<file path="config.mk">
export PLATFORM = sky130hd
export DESIGN_NAME = msc_startup_cfg
export DESIGN_NICKNAME = d
export VERILOG_FILES = /design/src/design/msc_pkg.sv /design/src/design/msc_cfg_if.sv /design/src/design/msc_startup_cfg.sv /design/src/design/msc_field_decode.sv
export SDC_FILE = /design/constraint.sdc
export NUM_CORES = 1
export LEC_CHECK = 0
export BUFFER_PORTS_ARGS = -buffer_cell sky130_fd_sc_hd__buf_2
export CORE_ASPECT_RATIO = 0.9
export CORE_UTILIZATION = 30
export DETAILED_ROUTE_END_ITERATION = 6
export PLACE_DENSITY = 0.56
export SLEW_MARGIN = 10
export SYNTH_ARGS = -nofsm -noshare
export SYNTH_HDL_FRONTEND = slang
export SYNTH_SLANG_ARGS = --single-unit
</file>
<file path="constraint.sdc">
create_clock -name clock_i -period 1.58 [get_ports clock_i]
set_input_delay 0.316 -clock clock_i [delete_from_list [all_inputs] [get_ports clock_i]]
set_output_delay 0.316 -clock clock_i [all_outputs]
set_load 0.01 [all_outputs]
</file>
<file path="src/design/msc_pkg.sv">
// package: register map, field layout and decode tables of the startup configuration word
package msc_pkg;
    // ==========================================================
    // register map
    localparam logic [7:0] CFG_WORD_OFS = 8'h84;
    localparam logic [7:0] STATUS_OFS = 8'h88;
    localparam logic [31:0] CFG_WORD_RST = 32'h0000_0000;
    localparam logic [31:0] BAD_ADDR_DATA = 32'h0000_0000;
    // ==========================================================
    // field positions
    localparam int PARITY_BIT = 31;
    localparam int METHOD_LSB = 29;
    localparam int RAMP_LSB = 25;
    localparam int ALIGN_LSB = 21;
    localparam int ILIM_LSB = 17;
    localparam int PROBE_LSB = 14;
    localparam logic [3:0] RAMP_NO_LIMIT = 4'hf;
    // ==========================================================
    // start methods
    typedef enum logic [1:0] {
        MSC_SINGLE_ALIGN,
        MSC_DOUBLE_ALIGN,
        MSC_POSITION_PROBE,
        MSC_SLOW_FIRST_CYCLE
    } msc_method_t;
    // ==========================================================
    // decode tables: ramp in 0.1 A/s, time in ms, current in mA, rate in Hz
    localparam logic [15:0] RAMP_TBL [16] = '{16'h0001, 16'h000a, 16'h0032, 16'h0064,
        16'h0096, 16'h00fa, 16'h01f4, 16'h03e8, 16'h05dc, 16'h07d0, 16'h09c4,
        16'h1388, 16'h2710, 16'h4e20, 16'hc350, 16'h0000};
    localparam logic [13:0] ALIGN_TBL [16] = '{14'h000a, 14'h0032, 14'h0064, 14'h00c8,
        14'h012c, 14'h0190, 14'h01f4, 14'h02ee, 14'h03e8, 14'h05dc, 14'h07d0,
        14'h0bb8, 14'h0fa0, 14'h1388, 14'h1d4c, 14'h2710};
    localparam logic [13:0] ILIM_TBL [16] = '{14'h007d, 14'h00fa, 14'h01f4, 14'h03e8,
        14'h05dc, 14'h07d0, 14'h09c4, 14'h0bb8, 14'h0dac, 14'h0fa0, 14'h1194,
        14'h1388, 14'h157c, 14'h1770, 14'h1b58, 14'h1f40};
    localparam logic [13:0] PROBE_TBL [8] = '{14'h0032, 14'h0064, 14'h00fa, 14'h01f4,
        14'h03e8, 14'h07d0, 14'h1388, 14'h2710};
endpackage

</file>
<file path="src/design/msc_cfg_if.sv">
// interface: config word passed from the register bank to the decoder, decoded start settings passed back
`timescale 1ns/10ps
interface msc_cfg_if;
    logic [31:0] word;
    msc_pkg::msc_method_t method;
    logic [15:0] ramp;
    logic no_limit;
    logic [13:0] align_ms;
    logic [13:0] ilim_ma;
    logic [13:0] probe_hz;
    modport src (output word, input method, ramp, no_limit, align_ms, ilim_ma, probe_hz);
    modport dec (input word, output method, ramp, no_limit, align_ms, ilim_ma, probe_hz);
endinterface

</file>
<file path="src/design/msc_startup_cfg.sv">
// module: startup configuration word register with decoded start settings
//
// Notes on behaviour
// - bit 31 is a read/write parity bit, reset zero, stored only.
// - bits 30:29 pick single align, double align, position probe or slow first cycle.
// - bits 28:25 pick current ramp 0.1 to 5000 A/s; code f means no limit.
// - bits 24:21 pick align time, 10 ms up to 10 s.
// - bits 20:17 pick align or slow-cycle current cap, 0.125 to 8.0 A.
// - bits 16:14 pick position probe tick rate, 50 to 10000 Hz.
`timescale 1ns/10ps
module msc_startup_cfg (
    input wire logic clock_i,
    input wire logic nrst_i,
    input wire logic [7:0] addr_i,
    input wire logic [31:0] wdata_i,
    input wire logic wr_i,
    input wire logic rd_i,
    output logic [31:0] rdata_o,
    output logic [31:0] startup_config_word_o,
    output logic [1:0] start_method_select_o,
    output logic [15:0] ramp_rate_o,
    output logic ramp_unlimited_o,
    output logic [13:0] align_time_ms_o,
    output logic [13:0] start_phase_current_cap_o,
    output logic [13:0] position_probe_tick_rate_o,
    output logic probe_selected_o
);
    // ==========================================================
    // register bank
    logic [31:0] cfg_q;
    logic [31:0] rdata_q;
    wire cfg_hit = (addr_i == msc_pkg::CFG_WORD_OFS);
    wire sts_hit = (addr_i == msc_pkg::STATUS_OFS);
    wire cfg_wr = wr_i && cfg_hit;
    wire [31:0] cfg_d = cfg_wr ? wdata_i : cfg_q;
    msc_cfg_if cfg_bus ();
    assign cfg_bus.word = cfg_q;
    msc_field_decode u_decode (
        .cfg(cfg_bus)
    );
    // status: method code and unlimited flag as decoded now
    wire [31:0] sts_word = {29'h0, cfg_bus.no_limit, cfg_bus.method};
    wire [31:0] rd_mux = cfg_hit ? cfg_q : (sts_hit ? sts_word : msc_pkg::BAD_ADDR_DATA);

    always_ff @(posedge clock_i or negedge nrst_i) begin
        if (!nrst_i) begin
            cfg_q <= msc_pkg::CFG_WORD_RST;
        end else begin
            cfg_q <= cfg_d;
        end
    end

    // read data valid only in the cycle after the strobe
    always_ff @(posedge clock_i or negedge nrst_i) begin
        if (!nrst_i) begin
            rdata_q <= 32'h0000_0000;
        end else begin
            rdata_q <= rd_i ? rd_mux : 32'h0000_0000;
        end
    end
    assign rdata_o = rdata_q;

    // ==========================================================
    // registered decoded outputs, one cycle behind the word
    always_ff @(posedge clock_i or negedge nrst_i) begin
        if (!nrst_i) begin
            // reset values are the decode of the all-zero reset word
            startup_config_word_o <= msc_pkg::CFG_WORD_RST;
            start_method_select_o <= msc_pkg::MSC_SINGLE_ALIGN;
            ramp_rate_o <= msc_pkg::RAMP_TBL[0];
            ramp_unlimited_o <= 1'b0;
            align_time_ms_o <= msc_pkg::ALIGN_TBL[0];
            start_phase_current_cap_o <= msc_pkg::ILIM_TBL[0];
            position_probe_tick_rate_o <= msc_pkg::PROBE_TBL[0];
            probe_selected_o <= 1'b0;
        end else begin
            startup_config_word_o <= cfg_q;
            start_method_select_o <= cfg_bus.method;
            ramp_rate_o <= cfg_bus.ramp;
            ramp_unlimited_o <= cfg_bus.no_limit;
            align_time_ms_o <= cfg_bus.align_ms;
            start_phase_current_cap_o <= cfg_bus.ilim_ma;
            position_probe_tick_rate_o <= cfg_bus.probe_hz;
            probe_selected_o <= (cfg_bus.method == msc_pkg::MSC_POSITION_PROBE);
        end
    end
endmodule

</file>
<file path="src/design/msc_field_decode.sv">
// module: combinational lookup of the start fields into physical values
`timescale 1ns/10ps
module msc_field_decode (
    msc_cfg_if.dec cfg
);
    // ==========================================================
    // field slices
    wire [1:0] method_code = cfg.word[msc_pkg::METHOD_LSB +: 2];
    wire [3:0] ramp_code = cfg.word[msc_pkg::RAMP_LSB +: 4];
    wire [3:0] align_code = cfg.word[msc_pkg::ALIGN_LSB +: 4];
    wire [3:0] ilim_code = cfg.word[msc_pkg::ILIM_LSB +: 4];
    wire [2:0] probe_code = cfg.word[msc_pkg::PROBE_LSB +: 3];
    assign cfg.method = msc_pkg::msc_method_t'(method_code);
    assign cfg.ramp = msc_pkg::RAMP_TBL[ramp_code];
    // top code means unlimited; table holds zero there
    assign cfg.no_limit = (ramp_code == msc_pkg::RAMP_NO_LIMIT);
    assign cfg.align_ms = msc_pkg::ALIGN_TBL[align_code];
    assign cfg.ilim_ma = msc_pkg::ILIM_TBL[ilim_code];
    assign cfg.probe_hz = msc_pkg::PROBE_TBL[probe_code];
endmodule

</file>
After elaboration in Yosys (flattened, before gate mapping) --
Memory sizes are Yosys's and may differ from the RTL's. A register that Yosys moved wholly into a read port is not among the register bits. Cells that the tools add are included. Widths: inputs -> output; s select.
Storage, ports and cells: RAM bits 0, word-level logic and storage cells 26, output and inout bits 126, latch bits 0, input port bits 44, memories 4, memory bits (read-only) 816, register bits after elaboration 100
Memories:
- (name not given) | words 16, bits a word 16, read ports 1, clocked after memory_dff 1, wr ports 0, RTL line msc_field_decode.sv:14 | assign cfg.ramp = msc_pkg::RAMP_TBL[ramp_code];
- (name not given) | words 16, bits a word 14, read ports 1, clocked after memory_dff 1, wr ports 0, RTL line msc_field_decode.sv:17 | assign cfg.align_ms = msc_pkg::ALIGN_TBL[align_code];
- (name not given) | words 16, bits a word 14, read ports 1, clocked after memory_dff 1, wr ports 0, RTL line msc_field_decode.sv:18 | assign cfg.ilim_ma = msc_pkg::ILIM_TBL[ilim_code];
- (name not given) | words 8, bits a word 14, read ports 1, clocked after memory_dff 1, wr ports 0, RTL line msc_field_decode.sv:19 | assign cfg.probe_hz = msc_pkg::PROBE_TBL[probe_code];
Cells by class: muxes and demuxes 3, reductions and logical operators 5, $lt $le $gt $ge 0, eq/ne operators 4, add/subtract/negate cells 0, div/mod/pow operators 0, shifts and indexed selects 0, multipliers 0, bitwise operators 4
Operators with widths (number):
- $mux 32 | 2
- $eq 8x8->1 const B | 2
- $not 4->5 | 3
- $eq 4x4->1 const B | 1
- $logic_not 1->1 | 4
- $not 3->4 | 1
- $mux 3 | 1
- $eq 2x2->1 const B | 1
- $logic_and 1x1->1 | 1

Depth between registers and ports, before layout --
Gate-level depths: netlist (run 1).
depth in word-level cells 4, mapped depth 5, mapped depth without buffers 5

Hierarchy --
From an unflattened synthesis (run 1), not the netlist that was laid out.
Second synthesis, totals: cell total of the unflattened synthesis 406, area, all modules 5953.2 um^2
Modules (own cells, without submodules):
- msc_startup_cfg | area each 4788.3 um^2, times used 1, seq. area each 3968.8 um^2, cells an instance 239
- msc_field_decode | area each 1164.9 um^2, times used 1, seq. area each 0.0 um^2, cells an instance 167

Worst setup path before layout (run 1) --
Ideal clock, no wire load.
path type input to register, from input port addr_i[5], to register cfg_q[10], in the netlist cfg_bus.word[10], slack -0.218 ns, data required time 1.455 ns, cell stages on the path 4, path buffers 1, arrival time 1.673 ns, setup time 0.125 ns, cells stage by stage or4b_4 -> nor4_4 -> buf_6 -> mux2_2
On the way: cells in the longest elaborated chain, start to end 2
Ends and longest elaborated chain:
- start, declared | RTL line msc_startup_cfg.sv:14 | input wire logic [7:0] addr_i,
- $eq 8x8->1 | RTL line msc_startup_cfg.sv:32 | wire cfg_hit = (addr_i == msc_pkg::CFG_WORD_OFS);
- $logic_and 1x1->1 | RTL line msc_startup_cfg.sv:34 | wire cfg_wr = wr_i && cfg_hit;
- end signal, assigned | RTL line msc_startup_cfg.sv:47 | cfg_q <= msc_pkg::CFG_WORD_RST;
- end signal, assigned | RTL line msc_startup_cfg.sv:49 | cfg_q <= cfg_d;
- end, declared | RTL line msc_startup_cfg.sv:30 | logic [31:0] cfg_q;
Every way passes these cells. A chain may end at the register's enable or synchronous reset.

Worst setup path in the final report (run 1) --
from input port addr_i[5], to register cfg_q[22], in the netlist cfg_bus.word[22]
Same word-level chain as after synthesis.

==> flow_summary.toml, run 1 <==
[run_status]
status = "finished clean"

[timing]
fin_setup_tns_ns = 0
worst_clock_skew_ns = 0.00990
fin_crit_sh_pct = 96.5
holdWs_ns = 0.138
maxSlewViolCount = 0
finalSetupViolations = 0
rsz0062_at_grt = "no"
finalHoldViolations = 0
max_freq_ghz = 0.656
period_minus_slack_ns = 1.52

[setup_path]
crit_chain = "buf_2, or4b_4, nor4_4, buf_4, mux2_2"
required_ns = 1.87
crit_cells = 5
r2r-start = "cfg_bus.word[17]$_DFFE_PN0P_"
r2r-end = "start_phase_current_cap_o[3]$_DFF_PN1_"
crit_family = "simple AND/OR/NAND/NOR gates"
arrival_ns = 1.81
r2r_cells = 4
slowest_delay_ns = 0.56
start_kind = "primary input"
slowest_stage = "or4b_4"
crit_fanout = 15
r2r_slack_ns = 0.16
cp_num_buf_inv = 2
crit_path_end_kind = "flop"
crit_type = "in -> reg"

[grt]
grt_overflow = 0
grt_pass1_vias = 3657
grt_pass1_wl_um = 20000
grt_antenna_before_repair = 1
grt_usage_pct = 13.6
grt_max_degree = 80

[die]
rows = 47
chipHeight_um = 132
core_um2 = 18300
start_util_pct = 30.6
die_area_um2 = 19300
die_w_um = 146
ios = 170

[logic_synthesis]
avgSynthCellArea_um2 = 13.8
ys.warnings.count = 0
synthCells = 406
ys_seq_area_share_pct = 67.5
async_flop_share_pct = 100
synth_edf_count = 0
syn-cell-area_um2 = 5620
ys.flop_type = "dfrtp_1"
synth_cell_types = 40
ys_ff_latch = 151

[final_layout]
final_cell_mix = "buf_2, dfrtp_1, mux2_2, nor2_1, and2_1"
area_delta_synth_final_pct = 31.4
layout_commonest_cell = "buf_2"
fin_cells = 844
utilization_pct = 40.2
fillCellCount = 1752
drive_gt1_share_pct = 44.2
insertedDiodeCount = 0
fin_nets = 653

[placement]
port_buffers = 165
numPlacedInstances = 811
place_congestion = 0.781
place_hpwl_um = 8720

[power_and_ir_drop]
p_total_w = 0.00863
p_leak_nw = 4.02
p_per_area_nw_per_um2 = 1170
ir_worst_vdd_uv = 690

[clock_tree]
clock_path_buffers = 2
cts_tree = "yes"
path_clk_slew_ns = 0.06
numCtsBuffers = 17
htreeDepth = 4
clk_latency_ns = 0.41
cts_root_buf = "clkbuf_16"
clkSinkCount = 151

[min_path]
hp-class = "in -> reg"
holdPathEnd = "cfg_bus.word[5]$_DFFE_PN0P_"
hold_start = "wdata_i[5]"
whs_path_depth = 2

[detailed_routing]
drt_iter0_drc = 151
drcViolationCount = 0
vias = 3580
dr.pass1.iters = 4
ant_nets = 0
wirelength_um = 12200
post_drt_wl_per_cell_um = 14.4
viasPerCell = 4.24

[flow_run]
cap_violations = 0
worst reg2reg max path: cells and delay by family (launching register included):
kind | cells | cell delay (ns)
AOI/OAI and AO/OA | 1 | 0.08
adders and majority gates | 1 | 0.25
buffers and inverters | 1 | 0.17
DFF | 1 | 0.46
and+or+nand+nor | 1 | 0.37
state kept, by name, summed over array words and instances, names as in the netlist, 11 cells and up:
| register | count |
|---|---|
| cfg_bus.word | 32 |
| rdata_o | 32 |
| startup_config_word_o | 31 |
| ramp_rate_o | 16 |
| align_time_ms_o | 13 |
| start_phase_current_cap_o | 13 |
| position_probe_tick_rate_o | 11 |
worst max path at each step:
stage / startpoint / end / slack, ns
after detailed placement: addr_i[5] / cfg_bus.word[22]$_DFFE_PN0P_ / -0.39
after floorplan: addr_i[5] / cfg_bus.word[10]$_DFFE_PN0P_ / -0.22
final: addr_i[5] / cfg_bus.word[22]$_DFFE_PN0P_ / 0.06
after CTS: cfg_bus.word[17]$_DFFE_PN0P_ / start_phase_current_cap_o[3]$_DFF_PN1_ / 0.03
after global routing: addr_i[5] / cfg_bus.word[14]$_DFFE_PN0P_ / 0.02
after global placement: addr_i[5] / cfg_bus.word[25]$_DFFE_PN0P_ / -0.36
final cells by class:
cell class	instances	area, um2	area share, %
timing repair buffer	185	1020	13.9
clock inverter	13	133	1.80
tap	245	307	4.15
clock buffer	19	433	5.87
multi-input combinational	217	1640	22.2
sequential	151	3790	51.4
inverter	14	52.6	0.712
what timing repair did:
action | in CTS | in global routing
endpoints found under the setup margin | 0 | 2
hold buffers | 1 | 0
gates resized for setup | 0 | 2
hold endpoints to repair | 113 | 0
setup buffers | 0 | 0
metal layers:
layer  up-vias  global-route usage (%)  share of wire [%]
li1       1711                       -                  -
met1      1748                    17.4                 45
met2       113                    21.6                 48
met3         8                    4.98                6.2
met4         0                    3.65               0.80
met5         -                       0                  0
cells by family after synthesis:
kind of cell               share of synthesized area [%]
and+or+nand+nor                                     9.80
buffers and inverters                               3.63
other                                             0.0668
DFF                                                 67.5
muxes                                               9.18
AOI/OAI and AO/OA                                   4.52
xor gates and xnor gates                           0.156
adders and majority gates                           5.12
synthesized netlist by cell type (11+ instances only):
cell type / count / share of area [%]
dfstp_2: 12 / 5.6
mux2i_1: 11 / 2.0
dfrtp_1: 139 / 62
mux2_2: 32 / 6.4
nor3_1: 12 / 1.1
a21oi_1: 13 / 1.2
ha_1: 23 / 5.1
nor2_1: 24 / 1.6
o21ai_0: 15 / 1.3
nor2b_1: 11 / 1.2
clkbuf_1: 15 / 1.0
inv_1: 14 / 0.94
and2_1: 24 / 2.7
power breakdown:
group | switching [W] | leakage, nW | internal (W) | total (W)
sequential | 0.0000949 | 2.05 | 0.00405 | 0.00415
clock | 0.00152 | 0.280 | 0.00231 | 0.00384
combinational | 0.000370 | 1.70 | 0.000278 | 0.000648
per-stage QoR:
stage / setup WS, ns / cell area, um2
after floorplan: -0.218 / 5630
after global placement: -0.363 / 6800
after detailed placement: -0.385 / 6800
after CTS: 0.0251 / 7380
after global routing: 0.0203 / 7380
final: 0.0558 / 7380
(Power assumes the default switching activity.)
==> run 2, diff against run 1 <==
- CORE_MARGIN: default -> 2
==> flow_summary.toml, run 2 (synthesis gave the netlist of run 1 again) <==
[run_status]
status = "finished clean"

[die]
core_um2 = 18300
rows = 47
chipHeight_um = 134
die_area_um2 = 19800
start_util_pct = 30.6
ios = 170
die_w_um = 148

[clock_tree]
numCtsBuffers = 17
cts_root_buf = "clkbuf_16"
path_clk_slew_ns = 0.06
htreeDepth = 4
clkSinkCount = 151
clk_latency_ns = 0.41
cts_setup_buffers = 0
cts_tree = "yes"
clock_path_buffers = 2

[power_and_ir_drop]
p_per_area_nw_per_um2 = 1240
p_leak_nw = 4.09
ir_worst_vdd_uv = 710
p_total_w = 0.00930

[flow_run]
cap_violations = 0

[grt]
grt_usage_pct = 13.4
grt_overflow = 0
grt_pass1_wl_um = 20600
grt_antenna_before_repair = 0
grt_pass1_vias = 3807
grt_max_degree = 44

[timing]
fin_crit_sh_pct = 96.3
finalHoldViolations = 0
finalSetupViolations = 0
period_minus_slack_ns = 1.52
worst_clock_skew_ns = 0.0104
rsz0062_at_grt = "no"
max_freq_ghz = 0.657
fin_setup_tns_ns = 0
maxSlewViolCount = 0

[detailed_routing]
viasPerCell = 4.27
vias = 3633
drt_iter0_drc = 116
drcViolationCount = 0
post_drt_wl_per_cell_um = 14.8
dr.pass1.iters = 4
ant_nets = 0
wirelength_um = 12600

[final_layout]
area_delta_synth_final_pct = 34.1
drive_gt1_share_pct = 44.6
layout_commonest_cell = "buf_2"
fin_nets = 660
insertedDiodeCount = 0
final_cell_mix = "buf_2, dfrtp_1, mux2_2, nor2_1, and2_1"
fin_cells = 851

[setup_path]
required_ns = 1.87
arrival_ns = 1.81
r2r-start = "cfg_bus.word[17]$_DFFE_PN0P_"
crit_start = "addr_i[5]"
crit_path_end_kind = "flop"
crit_type = "in -> reg"
start_kind = "primary input"
crit_fanout = 9

[min_path]
hold_start = "wdata_i[6]"
hp-class = "in -> reg"

[placement]
place_congestion = 0.747
numPlacedInstances = 818
place_hpwl_um = 8980
port_buffers = 165
-- run 2: cell count changes in the layout (fill, tap and decap cells not counted), moves of 2 or more --
cell       previous run  this run
clkinv_4              4         1
bufinv_16             2         5
buf_4                16        22
clkbuf_8              0         3
clkbuf_1              2         4
clkinv_2              6         1
-- run 2: cell type report --
type	count	area [um2]
Timing Repair Buffer	192	1090
Sequential cell	151	3790
Clock buffer	24	482
Tap cell	245	307
Fill cell	1768	10800
Multi-Input combinational cell	217	1640
Inverter	14	52.6
Clock inverter	8	171
-- run 2: layer usage --
layer	share of wire [%]	GRT usage (%)
met5	0	0
met1	46	17.7
met3	6.0	4.25
met2	47	21.1
met4	1.4	4.76
-- run 2: critical path, stage by stage --
cell and delay [ns]:
buf_2 0.10, or4b_4 0.56, nor4_4 0.24, buf_4 0.25
mux2_2 0.35
-- run 2: repair_timing --
item / CTS / global route
hold endpoints to repair: 27 / 0
hold buffers: 1 / 0
setup endpoints to repair: 0 / 2
resized for setup: 0 / 3
-- run 2: stage by stage --
step / hold slack (ns) / utilization, % / cell area (um2) / setup WS [ns]
2_1_floorplan: 0.0204 / - / 5630 / -0.218
3_3_place_gp: 0.277 / 37.4 / 6870 / -0.334
3_5_place_dp: 0.274 / 37.4 / 6870 / -0.379
4_1_cts: 0.111 / 41.0 / 7530 / 0.0544
5_1_grt: 0.114 / 41.1 / 7530 / 0.0238
6_report: 0.126 / 41.1 / 7530 / 0.0584
-- run 2: path summary, 6_finish.rpt --
kind | to | slack [ns] | cells after the start
worst max-delay path | cfg_bus.word[14]$_DFFE_PN0P_ | 0.06 | 5
worst min-delay path | cfg_bus.word[6]$_DFFE_PN0P_ | 0.13 | 2
worst max register to register | start_phase_current_cap_o[3]$_DFF_PN1_ | 0.17 | 4
worst min register to register | startup_config_word_o[31]$_DFF_PN0_ | 0.39 | 0
max in group asynchronous | align_time_ms_o[1]$_DFF_PN1_ | 0.58 | 3
min in group asynchronous | startup_config_word_o[20]$_DFF_PN0_ | 0.41 | 2
-- run 2: where the power goes --
part	leakage, nW	switching (W)	internal [W]
clock	0.315	0.00156	0.00293
sequential	2.05	0.0000928	0.00405
combinational	1.73	0.000375	0.000290
==> run 3, diff against run 2 <==
- CORE_UTILIZATION: 30 -> 46
- PLACE_DENSITY: 0.56 -> 0.78
==> flow_summary.toml, run 3 (synthesis gave the netlist of run 1 again) <==
[final_layout]
area_delta_synth_final_pct = 29.7
drive_gt1_share_pct = 43.4
fin_nets = 657
layout_commonest_cell = "buf_2"
utilization_pct = 60.8
insertedDiodeCount = 0
fillCellCount = 998
final_cell_mix = "buf_2, dfrtp_1, mux2_2, nor2_1, and2_1"

[die]
die_w_um = 120
rows = 38
start_util_pct = 46.9
ios = 170
chipHeight_um = 109
core_um2 = 12000
die_area_um2 = 13100

[power_and_ir_drop]
p_per_area_nw_per_um2 = 1180
pwr-share-seq_pct = 48.4
p_switching_w = 0.00186
ir_worst_vdd_uv = 858
p_total_w = 0.00857
clkPwrFrac_pct = 44.0
p_int_w = 0.00671
p_leak_nw = 4.02
comb_power_share_pct = 7.5
switching_share_pct = 21.7

[timing]
finalHoldViolations = 0
fin_crit_sh_pct = 97.4
maxSlewViolCount = 0
finalSetupViolations = 0
worst_clock_skew_ns = 0.00672
period_minus_slack_ns = 1.54
slew_headroom_pct = 65.4
tightestPinTransition_ns = 0.520
rsz0062_at_grt = "no"
worst_slack_ns = 0.0406
max_freq_ghz = 0.650

[detailed_routing]
ant_nets = 0
post_drt_wl_per_cell_um = 15.4
drcViolationCount = 0
wirelength_um = 11700
vias = 3626
drt_iter0_drc = 197
viasPerCell = 4.75
dr.pass1.iters = 4

[grt]
grt_antenna_before_repair = 1
grt_pass1_vias = 3633
grt_usage_pct = 18.9
grt_max_degree = 46
grt_pass1_wl_um = 18600
grt_overflow = 0

[min_path]
hold_start = "wdata_i[0]"
whs_path_depth = 2
holdPathEnd = "cfg_bus.word[0]$_DFFE_PN0P_"
hp-class = "in -> reg"

[run_status]
status = "finished clean"

[clock_tree]
htreeDepth = 4
clk_latency_ns = 0.42
clkSinkCount = 151
cts_root_buf = "clkbuf_16"
cts_tree = "yes"
numCtsBuffers = 17
path_clk_slew_ns = 0.06
clock_path_buffers = 2
cts_setup_buffers = 0

[placement]
port_buffers = 165
place_hpwl_um = 8210
dp_slack_ns = -0.393
place_congestion = 0.845

[setup_path]
start_kind = "primary input"
crit_fanout = 13
crit_path_end_kind = "flop"
r2r-end = "align_time_ms_o[4]$_DFF_PN0_"
arrival_ns = 1.83
r2r_cells = 3
required_ns = 1.88
crit_type = "in -> reg"
crit_chain = "buf_2, or4b_4, nor4_4, buf_4, mux2_2"
r2r_slack_ns = 0.16
r2r-start = "cfg_bus.word[22]$_DFFE_PN0P_"
slowest_stage = "or4b_4"
slowest_delay_ns = 0.55

[flow_run]
cap_violations = 0
[run 3: changes by cell type in the layout (fill, tap and decap cells not counted), sizes merged]
cell / before / now
clkinv: 2 / 0
bufinv: 5 / 1
buf: 191 / 188
clkbuf: 24 / 30
[run 3: critical path, delay by kind of cell]
kind	cells	cell delay [ns]
multiplexers	1	0.36
AND/OR/NAND/NOR	2	0.76
buffers and inverters	2	0.39
[run 3: final cells by class]
cell class,instances,area (um2),area share (%)
Clock buffer,30,524,7.19
Clock inverter,2,37.5,0.515
Timing Repair Buffer,189,1040,14.3
Tap cell,160,200,2.75
Sequential cell,151,3790,52.1
Multi-Input combinational cell,217,1640,22.5
Inverter,14,52.6,0.721
[run 3: per-layer routing]
metal	global-route usage (%)	up-vias	wire length, um
li1	-	1707	-
met1	22.5	1784	4940
met2	30.7	114	5830
met3	6.59	21	701
met4	9.88	0	258
met5	0	-	0
[run 3: timing repair]
action	in CTS	in global routing
setup endpoints to repair	0	3
endpoints found under the hold margin	32	0
gates resized for setup	0	1
hold buffers	1	0
[run 3: power groups by stage]
stage,logic [W],clock network (W),registers [W]
floorplan,0.000254,0,0.00426
global placement,0.000633,0,0.00421
detailed placement,0.000651,0,0.00422
CTS,0.000658,0.00384,0.00415
global route,0.000724,0.00405,0.00417
finish,0.000647,0.00377,0.00415
[run 3: how the worst max path moves through the flow]
| stage | startpoint | slack [ns] | endpoint | cells after the start |
|---|---|---|---|---|
| final | addr_i[5] | 0.04 | cfg_bus.word[26]$_DFFE_PN0P_ | 5 |
| after global routing | addr_i[5] | 0.007 | cfg_bus.word[26]$_DFFE_PN0P_ | 5 |
| after CTS | addr_i[5] | 0.05 | cfg_bus.word[14]$_DFFE_PN0P_ | 5 |
| after detailed placement | addr_i[5] | -0.39 | cfg_bus.word[14]$_DFFE_PN0P_ | 5 |
| after global placement | addr_i[5] | -0.37 | cfg_bus.word[21]$_DFFE_PN0P_ | 5 |
| after floorplan | addr_i[5] | -0.22 | cfg_bus.word[10]$_DFFE_PN0P_ | 4 |
[run 3: stage by stage]
stage | hold WS (ns) | TNS (ns) | instances | cell area [um2]
after global routing | 0.113 | 0 | 763 | 7290
after global placement | 0.223 | -17.15 | 730 | 6710
after CTS | 0.116 | 0 | 763 | 7290
final | 0.131 | 0 | 763 | 7290
after detailed placement | 0.231 | -18.00 | 730 | 6710
after floorplan | 0.0204 | -6.63 | 409 | 5630
